<file path="src/rtl/dlri_consts.vh">
// Constants for the line rail interface: register map, field positions,
// reset values and bus response codes.
// Assumes inclusion by the rail interface top and nothing else.
`ifndef DLRI_CONSTS_VH
`define DLRI_CONSTS_VH

// Register byte offsets
`define DLRI_OFS_OPMODE        8'h00
`define DLRI_OFS_RAILCFG       8'h04
`define DLRI_OFS_STATUS        8'h08

// Register indices returned by the decode function
`define DLRI_IDX_OPMODE        2'h0
`define DLRI_IDX_RAILCFG       2'h1
`define DLRI_IDX_STATUS        2'h2
`define DLRI_IDX_NONE          2'h3

// Operating mode register fields
`define DLRI_OPMODE_LOCAL_LO   0
`define DLRI_OPMODE_LOCAL_HI   1
`define DLRI_OPMODE_RESET      8'h00

// Rail configuration register fields
`define DLRI_CFG_BIPOLAR       0
`define DLRI_CFG_RX_FALL       1
`define DLRI_CFG_TX_FALL       2
`define DLRI_CFG_TXCLK_REF     3
`define DLRI_CFG_WIDTH         4
`define DLRI_CFG_RESET         4'h0

// Status register fields
`define DLRI_ST_LOCAL          0
`define DLRI_ST_TXCLK_REF      1
`define DLRI_ST_RX_POS         2
`define DLRI_ST_RX_NEG         3
`define DLRI_ST_TX_POLARITY    4
`define DLRI_ST_VIOL_LSB       8
`define DLRI_ST_VIOL_W         8

// Bus responses
`define DLRI_RESP_OKAY         2'h0
`define DLRI_RESP_SLVERR       2'h2

`endif

</file>
<file path="src/rtl/dlri_edge_sync.v">
// Two-stage synchroniser for a foreign clock and data bits sampled beside it.
// Assumes clk_in and data_in are asynchronous to clk.
`timescale 1ns/10ps

module dlri_edge_sync #(
    parameter W = 1
) (
    // Local clock and reset
    input  wire         clk,
    input  wire         rst_n,
    // Foreign inputs
    input  wire         clk_in,
    input  wire [W-1:0] data_in,
    // Synchronised outputs
    output wire         level,
    output wire         rise,
    output wire         fall,
    output wire [W-1:0] data
);

    reg         clk_s1_q;   // First stage, read only by second stage
    reg         clk_s2_q;   // Second stage
    reg         clk_s3_q;   // Edge history
    reg [W-1:0] dat_s1_q;   // First stage of data
    reg [W-1:0] dat_s2_q;   // Second stage of data, aligned with clk_s2_q

    ////////////////////////////////////////////////////////////////////////
    // Synchroniser chain
    always @(posedge clk) begin
        if (!rst_n) begin
            clk_s1_q <= 1'b0;
            clk_s2_q <= 1'b0;
            clk_s3_q <= 1'b0;
            dat_s1_q <= {W{1'b0}};
            dat_s2_q <= {W{1'b0}};
        end else begin
            clk_s1_q <= clk_in;
            clk_s2_q <= clk_s1_q;
            clk_s3_q <= clk_s2_q;
            dat_s1_q <= data_in;
            dat_s2_q <= dat_s1_q;
        end
    end

    // Edges seen from the second stage onward only
    assign level = clk_s2_q;
    assign rise  = clk_s2_q & ~clk_s3_q;
    assign fall  = ~clk_s2_q & clk_s3_q;
    assign data  = dat_s2_q;

endmodule // dlri_edge_sync

</file>
<file path="src/rtl/dlri_rail_if.v">
// Line rail interface of one framer channel: receive and transmit rails to
// an external line interface unit, unipolar or bipolar (AMI), with an
// AXI4-Lite register slave.
// Assumes all line pins are asynchronous to aclk and far slower than it.
`timescale 1ns/10ps
`include "dlri_consts.vh"

module dlri_rail_if (
    // Clock and reset
    input  wire        aclk,
    input  wire        aresetn,
    // AXI4-Lite write address
    input  wire        s_axi_awvalid,
    output reg         s_axi_awready,
    input  wire [7:0]  s_axi_awaddr,
    // AXI4-Lite write data
    input  wire        s_axi_wvalid,
    output reg         s_axi_wready,
    input  wire [31:0] s_axi_wdata,
    input  wire [3:0]  s_axi_wstrb,
    // AXI4-Lite write response
    output reg         s_axi_bvalid,
    input  wire        s_axi_bready,
    output reg  [1:0]  s_axi_bresp,
    // AXI4-Lite read address
    input  wire        s_axi_arvalid,
    output reg         s_axi_arready,
    input  wire [7:0]  s_axi_araddr,
    // AXI4-Lite read data
    output reg         s_axi_rvalid,
    input  wire        s_axi_rready,
    output reg  [31:0] s_axi_rdata,
    output reg  [1:0]  s_axi_rresp,
    // Receive line pins
    input  wire        receive_line_clock,
    input  wire        receive_positive_rail,
    input  wire        receive_negative_rail,
    // Transmit line pins
    input  wire        transmit_reference_clock,
    output reg         transmit_line_clock,
    output reg         transmit_positive_rail,
    output reg         transmit_negative_rail,
    // Transmit payload pin
    input  wire        serial_transmit_payload,
    // Received data towards the framer
    output reg         rx_bit_q,
    output reg         rx_neg_q,
    output reg         rx_strobe_q,
    output reg         rx_violation_q
);

    ////////////////////////////////////////////////////////////////////////
    // Register decode shared by the read and write paths
    function [1:0] reg_index;
        input [7:0] addr;
        begin
            case (addr)
                `DLRI_OFS_OPMODE:  reg_index = `DLRI_IDX_OPMODE;
                `DLRI_OFS_RAILCFG: reg_index = `DLRI_IDX_RAILCFG;
                `DLRI_OFS_STATUS:  reg_index = `DLRI_IDX_STATUS;
                default:           reg_index = `DLRI_IDX_NONE;
            endcase
        end
    endfunction

    ////////////////////////////////////////////////////////////////////////
    // Declarations
    reg  [7:0]                opmode_q;      // Operating mode select
    reg  [`DLRI_CFG_WIDTH-1:0] cfg_q;        // Rail and edge settings
    reg  [7:0]                awaddr_q;      // Captured write address
    reg  [7:0]                wdata_q;       // Captured write data, low byte
    reg                       wstrb0_q;      // Low byte lane enabled
    reg  [`DLRI_ST_VIOL_W-1:0] viol_cnt_q;   // Bipolar violation count
    reg                       tx_pend_q;     // Payload bit awaiting launch
    reg                       tx_pol_q;      // Next mark polarity, 1 = neg
    wire                      local_time;    // Transmit timed by reference
    wire                      txclk_ref;     // Transmit clock from reference
    wire                      bipolar;       // Dual rail mode
    wire                      rx_lvl;        // Synced receive clock
    wire                      rx_rise;       // Receive clock rising
    wire                      rx_fall;       // Receive clock falling
    wire [1:0]                rx_rails;      // Synced receive rails
    wire                      ref_lvl;       // Synced reference clock
    wire                      ref_rise;      // Reference clock rising
    wire                      ref_fall;      // Reference clock falling
    wire                      ref_payload;   // Synced payload
    wire                      rx_edge;       // Selected receive edge
    wire                      tx_lvl;        // Selected transmit clock level
    wire                      tx_edge;       // Selected transmit update edge
    wire                      pay_edge;      // Payload sampling edge
    wire                      wr_fire;       // Both write halves held
    wire [31:0]               status_word;   // Live status

    ////////////////////////////////////////////////////////////////////////
    // Mode decode
    assign local_time = (opmode_q[1:0] == 2'h1) | opmode_q[`DLRI_OPMODE_LOCAL_HI];
    assign txclk_ref  = local_time | cfg_q[`DLRI_CFG_TXCLK_REF];
    assign bipolar    = cfg_q[`DLRI_CFG_BIPOLAR];

    ////////////////////////////////////////////////////////////////////////
    // Synchronisers for the recovered clock with its rails and for the
    // reference clock with the payload
    dlri_edge_sync #(.W(2)) u_rx_sync (
        .clk     (aclk),
        .rst_n   (aresetn),
        .clk_in  (receive_line_clock),
        .data_in ({receive_negative_rail, receive_positive_rail}),
        .level   (rx_lvl),
        .rise    (rx_rise),
        .fall    (rx_fall),
        .data    (rx_rails)
    );

    dlri_edge_sync #(.W(1)) u_ref_sync (
        .clk     (aclk),
        .rst_n   (aresetn),
        .clk_in  (transmit_reference_clock),
        .data_in (serial_transmit_payload),
        .level   (ref_lvl),
        .rise    (ref_rise),
        .fall    (ref_fall),
        .data    (ref_payload)
    );

    // Edge selection
    assign rx_edge  = cfg_q[`DLRI_CFG_RX_FALL] ? rx_fall : rx_rise;
    assign tx_lvl   = txclk_ref ? ref_lvl : rx_lvl;
    assign tx_edge  = cfg_q[`DLRI_CFG_TX_FALL] ? (txclk_ref ? ref_fall : rx_fall)
                                               : (txclk_ref ? ref_rise : rx_rise);
    assign pay_edge = local_time ? ref_rise : rx_rise;

    ////////////////////////////////////////////////////////////////////////
    // Receive path: sample rails on the chosen recovered-clock edge
    always @(posedge aclk) begin
        if (!aresetn) begin
            rx_bit_q       <= 1'b0;
            rx_neg_q       <= 1'b0;
            rx_strobe_q    <= 1'b0;
            rx_violation_q <= 1'b0;
            viol_cnt_q     <= {`DLRI_ST_VIOL_W{1'b0}};
        end else begin
            rx_strobe_q    <= rx_edge;
            rx_violation_q <= 1'b0;
            if (rx_edge) begin
                if (bipolar) begin
                    // Positive rail marks a positive pulse, negative a negative one
                    rx_bit_q <= rx_rails[0] | rx_rails[1];
                    rx_neg_q <= rx_rails[1];
                    if (rx_rails[0] & rx_rails[1]) begin
                        // Both rails at once cannot be a legal pulse
                        rx_violation_q <= 1'b1;
                        viol_cnt_q     <= viol_cnt_q + 8'h01;
                    end
                end else begin
                    // Single rail: positive carries the data
                    rx_bit_q <= rx_rails[0];
                    rx_neg_q <= 1'b0;
                end
            end
        end
    end

    ////////////////////////////////////////////////////////////////////////
    // Transmit path: capture payload, then launch on the update edge
    always @(posedge aclk) begin
        if (!aresetn) begin
            tx_pend_q              <= 1'b0;
            tx_pol_q               <= 1'b0;
            transmit_line_clock    <= 1'b0;
            transmit_positive_rail <= 1'b0;
            transmit_negative_rail <= 1'b0;
        end else begin
            // Line clock follows the selected source
            transmit_line_clock <= tx_lvl;
            if (pay_edge) begin
                tx_pend_q <= ref_payload;
            end
            if (tx_edge) begin
                if (bipolar) begin
                    // Marks alternate polarity; spaces leave both rails low
                    transmit_positive_rail <= tx_pend_q & ~tx_pol_q;
                    transmit_negative_rail <= tx_pend_q & tx_pol_q;
                    if (tx_pend_q) begin
                        tx_pol_q <= ~tx_pol_q;
                    end
                end else begin
                    // Single rail: data on the positive rail only
                    transmit_positive_rail <= tx_pend_q;
                    transmit_negative_rail <= 1'b0;
                end
            end
        end
    end

    ////////////////////////////////////////////////////////////////////////
    // Status word
    assign status_word = {16'h0000, viol_cnt_q, 3'h0, tx_pol_q, rx_rails[1], rx_rails[0],
                          txclk_ref, local_time};

    ////////////////////////////////////////////////////////////////////////
    // Write channel: address and data taken in either order
    assign wr_fire = ~s_axi_awready & ~s_axi_wready & ~s_axi_bvalid;

    always @(posedge aclk) begin
        if (!aresetn) begin
            s_axi_awready <= 1'b1;
            s_axi_wready  <= 1'b1;
            s_axi_bvalid  <= 1'b0;
            s_axi_bresp   <= `DLRI_RESP_OKAY;
            awaddr_q      <= 8'h00;
            wdata_q       <= 8'h00;
            wstrb0_q      <= 1'b0;
            opmode_q      <= `DLRI_OPMODE_RESET;
            cfg_q         <= `DLRI_CFG_RESET;
        end else begin
            // Hold each half until the response is accepted
            if (s_axi_awvalid && s_axi_awready) begin
                s_axi_awready <= 1'b0;
                awaddr_q      <= s_axi_awaddr;
            end
            if (s_axi_wvalid && s_axi_wready) begin
                s_axi_wready <= 1'b0;
                wdata_q      <= s_axi_wdata[7:0];
                wstrb0_q     <= s_axi_wstrb[0];
            end
            if (wr_fire) begin
                // Perform the write and raise the response
                s_axi_bvalid <= 1'b1;
                s_axi_bresp  <= `DLRI_RESP_OKAY;
                case (reg_index(awaddr_q))
                    `DLRI_IDX_OPMODE: begin
                        if (wstrb0_q) begin
                            opmode_q <= wdata_q;
                        end
                    end
                    `DLRI_IDX_RAILCFG: begin
                        if (wstrb0_q) begin
                            cfg_q <= wdata_q[`DLRI_CFG_WIDTH-1:0];
                        end
                    end
                    `DLRI_IDX_STATUS: begin
                        // Read-only: write ignored
                        s_axi_bresp <= `DLRI_RESP_OKAY;
                    end
                    default: begin
                        // Unmapped address
                        s_axi_bresp <= `DLRI_RESP_SLVERR;
                    end
                endcase
            end else if (s_axi_bvalid && s_axi_bready) begin
                // Response taken: reopen both channels
                s_axi_bvalid  <= 1'b0;
                s_axi_awready <= 1'b1;
                s_axi_wready  <= 1'b1;
            end
        end
    end

    ////////////////////////////////////////////////////////////////////////
    // Read channel: one cycle from address to data
    always @(posedge aclk) begin
        if (!aresetn) begin
            s_axi_arready <= 1'b1;
            s_axi_rvalid  <= 1'b0;
            s_axi_rdata   <= 32'h00000000;
            s_axi_rresp   <= `DLRI_RESP_OKAY;
        end else begin
            if (s_axi_arvalid && s_axi_arready) begin
                s_axi_arready <= 1'b0;
                s_axi_rvalid  <= 1'b1;
                s_axi_rresp   <= `DLRI_RESP_OKAY;
                case (reg_index(s_axi_araddr))
                    `DLRI_IDX_OPMODE:  s_axi_rdata <= {24'h000000, opmode_q};
                    `DLRI_IDX_RAILCFG: s_axi_rdata <= {28'h0000000, cfg_q};
                    `DLRI_IDX_STATUS:  s_axi_rdata <= status_word;
                    default: begin
                        // Unmapped address reads zero with an error
                        s_axi_rdata <= 32'h00000000;
                        s_axi_rresp <= `DLRI_RESP_SLVERR;
                    end
                endcase
            end else if (s_axi_rvalid && s_axi_rready) begin
                s_axi_rvalid  <= 1'b0;
                s_axi_arready <= 1'b1;
            end
        end
    end

endmodule // dlri_rail_if

</file>
<file path="config.mk">
export PLATFORM = sky130hd
export DESIGN_NAME = dlri_rail_if
export DESIGN_NICKNAME = d
export VERILOG_FILES = /design/src/rtl/dlri_edge_sync.v /design/src/rtl/dlri_rail_if.v
export VERILOG_INCLUDE_DIRS = /design/src /design/src/rtl
export SDC_FILE = /design/constraint.sdc
export NUM_CORES = 1
export LEC_CHECK = 0
export BUFFER_PORTS_ARGS = -buffer_cell sky130_fd_sc_hd__buf_4
export CORE_MARGIN = 3
export CORE_UTILIZATION = 50
export DETAILED_ROUTE_END_ITERATION = 10
export PLACE_DENSITY = 0.88
export REMOVE_ABC_BUFFERS = 1
export SLEW_MARGIN = 40
export SYNTH_ARGS = -nofsm -noshare
export SYNTH_HDL_FRONTEND = slang
export SYNTH_SLANG_ARGS = --single-unit
</file>
<file path="constraint.sdc">
create_clock -name aclk -period 1.85 [get_ports aclk]
set_input_delay 0 -clock aclk [delete_from_list [all_inputs] [get_ports aclk]]
set_output_delay 0 -clock aclk [all_outputs]
set_load 0.02 [all_outputs]
</file>
==> metrics.md <==
| Metric | Value |
|---|---|
| Outcome | complete, but fails checks |
| Failing checks | hold timing |
| Clk pin slew, worst setup/hold paths | 80 ps |
| Dpl ws | 100.2 ps |
| Final wirelength | 8.778 mm |
| Max clock buf depth | 2 |
| Placement Rows | 28 |
| Synth-to-Final Area Change | 32.75% |
| Crit-path max FO | 6 |
| TritonCTS clock tree | yes |
| Fin. Hold Viols | 1 |
| Critical Path AT | 2060 ps |
| Pwr dens | 809.6 nW/um2 |
| Max Cap Viol | 0 |
| # fillers | 456 |
| Worst Setup Path Type | register to register |
| Clk sinks | 81 |
| Die Ht | 87.25 um |
| Final ANT Viol Nets | 0 |
| Peak VDD IR | 0.5459 mV |
| I/O pins | 112 |
| Vias per inst | 5.641 |
| Area of the die | 7613 um2 |
| Worst Clk Skew | 13.10 ps |
| Cell area after synthesis | 3301 um2 |
| Max Transition Viols Final | 0 |
| CP max stage cell | or3b_4 |
| Placeable Area | 6166 um2 |
| Crit-path cells | or3b_4 > a211o_1 > or3_1 > a21oi_1 |
| Syn_area_per_cell | 8.618 um2 |
| FF-to-FF setup slack | 60 ps |
| Critical Path Start Type | register |
| Number of global-route vias before repair | 3062 |
| Worst Path Buf+Inv | 0 |
| Static leakage | 1.763 nW |
| Total congestion overflow | 0 |
| Synth Instances | 383 |
| Synth Warn # | 0 |
| WL/cell | 15.62 um |
| Final worst slack | 56.90 ps |
| Asr flop ratio synth | 0% |
| # port buffers | 66 |
| CTS root buffer | clkbuf_8 |
| First-pass iteration count of the detailed router | 9 |
| Clk_lat worst skew | 350 ps |
| First-pass GRT wire length | 14.16 mm |
| Total Routing Usage GR | 23.74% |
| Hold slack | -0.6146 ps |
| Seq/Total Area, Yosys | 49.13% |
| Final net count | 548 |
| Worst Setup End Kind | register |
| GPL Wtd Cong | 0.8191 |
| Hold Path Class | input port to register |
| Met2 Use GR | 41.64% |
| Largest net degree at the start of global routing | 52 |
| Initial antenna violation count | 1 |
| Cts bufs inserted | 9 |
| GRT busiest layer | met2 |
| Met1 usage | 27.05% |
| Final Power | 3.547 mW |
| Dominant synthesized flop cell | dfxtp_1 |
| Min Tclk post-route | 1793 ps |
| Met3 usage | 5.676% |
| Post-synth EDFFs | 0 |
| Htree depth | 3 |
| Share of layout cells above drive strength 1 | 20.37% |
| DP HPWL | 5.132 mm |
| Crit-path max cell delay | 410 ps |
| Setup violation total in the final timing report | 0 |
| Die width | 87.25 um |
| DR DRC count | 0 |
| Starting DRT DRC Count | 249 |
| Distinct cell type count after synthesis | 40 |
| Initial core utilization | 53.53% |
| CP delay by family, top | simple AND/OR/NAND/NOR gates |
| Via Count | 3170 |
| Final period util | 96.92% |
| Required time of the critical path | 2120 ps |
| Fmax | 0.5577 GHz |
| Synthesis-stage register bit count | 81 |
## layer usage
| layer | wire [um] | part of all wire [%] | vias up |
|---|---|---|---|
| met3 | 651 | 7.4 | 41 |
| met2 | 4317 | 49 | 173 |
| met5 | 0 | 0 | - |
| li1 | - | - | 1480 |
| met1 | 3439 | 39 | 1476 |
| met4 | 369 | 4.2 | 0 |
## state kept, by name (all words and copies together) (netlist names), 2 cells and up
| name | flops |
|---|---|
| viol_cnt_q | 8 |
| awaddr_q | 8 |
| s_axi_rdata | 16 |
| wdata_q | 8 |
| u_rx_sync.data | 2 |
| opmode_q | 8 |
| u_rx_sync.dat_s1_q | 2 |
| cfg_q | 4 |
## kinds of logic after synthesis
group,Yosys count,share of synthesized area (%)
buffers and inverters,50,7.961
AND/OR/NAND/NOR,147,22.25
XOR/XNOR,4,1.061
AO/OA/AOI/OAI,86,14.75
flip-flops,81,49.13
multiplexers,13,4.359
adder cells (fa/ha/maj),1,0.3790
other,1,0.1136
## synthesized netlist by cell type, types with 2 or more instances
library cell  count  share of area [%]
clkbuf_1         21                2.4
mux2i_1          11                3.3
inv_1             9                1.0
a2111oi_2         2               0.91
and2_1           15                2.8
a21oi_1          52                7.9
dfxtp_1          81                 49
o21ai_0          20                3.0
a22oi_1           3               0.68
nand3_1          42                6.4
and3_1            2               0.38
nand2b_1          4               0.76
nand2_1          40                4.5
nor2b_1           5               0.95
o2bb2ai_1         3               0.80
xnor2_1           4                1.1
nor2_1           21                2.4
buf_4            18                4.1
nor3_1            3               0.45
a211oi_1          2               0.45
nand4_1           6                1.1
## tightest hold or removal path, delay by kind of cell
family	cells	cell delay [ps]
compound gates	1	60
buf+inv	1	160
simple gates	1	90
## timing repair
action,4_1_cts,5_1_grt
resized for setup,1,2
buffers inserted,0,1
setup endpoints to repair,1,13
pin swaps,0,1
hold buffers,36,0
hold endpoints to repair,27,0
## layout make-up
cell class | instances | area (um2) | share of cell area (%)
clock buffer | 10 | 127.6 | 2.913
tap | 75 | 93.84 | 2.142
inverter | 10 | 37.54 | 0.8567
multi-input combinational | 269 | 1484 | 33.87
sequential | 81 | 1623 | 37.04
timing repair buffer | 112 | 943.4 | 21.53
antenna | 1 | 2.502 | 0.05711
clock inverter | 4 | 70.07 | 1.599
## per-stage QoR
| stage | utilization (%) | hold slack [ps] | TNS (ps) | cells | instance area (um2) |
|---|---|---|---|---|---|
| after floorplan | - | 76.23 | 0 | 360 | 3139 |
| after global placement | 61.77 | 207.1 | 0 | 510 | 3809 |
| after detailed placement | 61.77 | 212.1 | 0 | 510 | 3809 |
| after CTS | 70.86 | 13.52 | 0 | 560 | 4369 |
| after global routing | 71.06 | 0.4202 | -66.62 | 562 | 4382 |
| final | 71.06 | -0.6146 | 0 | 562 | 4382 |
## worst paths after layout
path	startpoint	to	depth (start not counted)
worst max-delay path	u_rx_sync.level	viol_cnt_q[6]	4
worst max register to register	u_rx_sync.level	viol_cnt_q[6]	4
worst min-delay path	s_axi_wvalid	wdata_q[7]	3
worst min register to register	u_rx_sync.dat_s1_q[1]	u_rx_sync.data[1]	1
## power breakdown
group          total, mW  internal [mW]  switching (mW)
clock network       1.34          0.742           0.599
registers           1.82           1.79          0.0351
logic              0.383          0.173           0.209
total               3.55           2.70           0.844
## layout by cell type (no fill, tap or decap), types with 2 or more instances in the layout
cell           instances
o2bb2ai_1              3
a211oi_1               2
conb_1                18
o21ai_0               20
nand4_1                6
bufinv_16              2
mux2i_1               11
clkbuf_8               9
a22oi_1                3
dfxtp_1               80
nand3_1               42
nor2b_1                5
and2_1                15
dlygate4sd3_1         36
a2111oi_2              2
buf_4                 75
inv_1                  9
xnor2_1                4
and3_1                 2
nor3_1                 3
clkinv_2               2
nand2_1               40
a21oi_1               52
nand2b_1               4
nor2_1                21
Power figures use the tool's default switching activity.
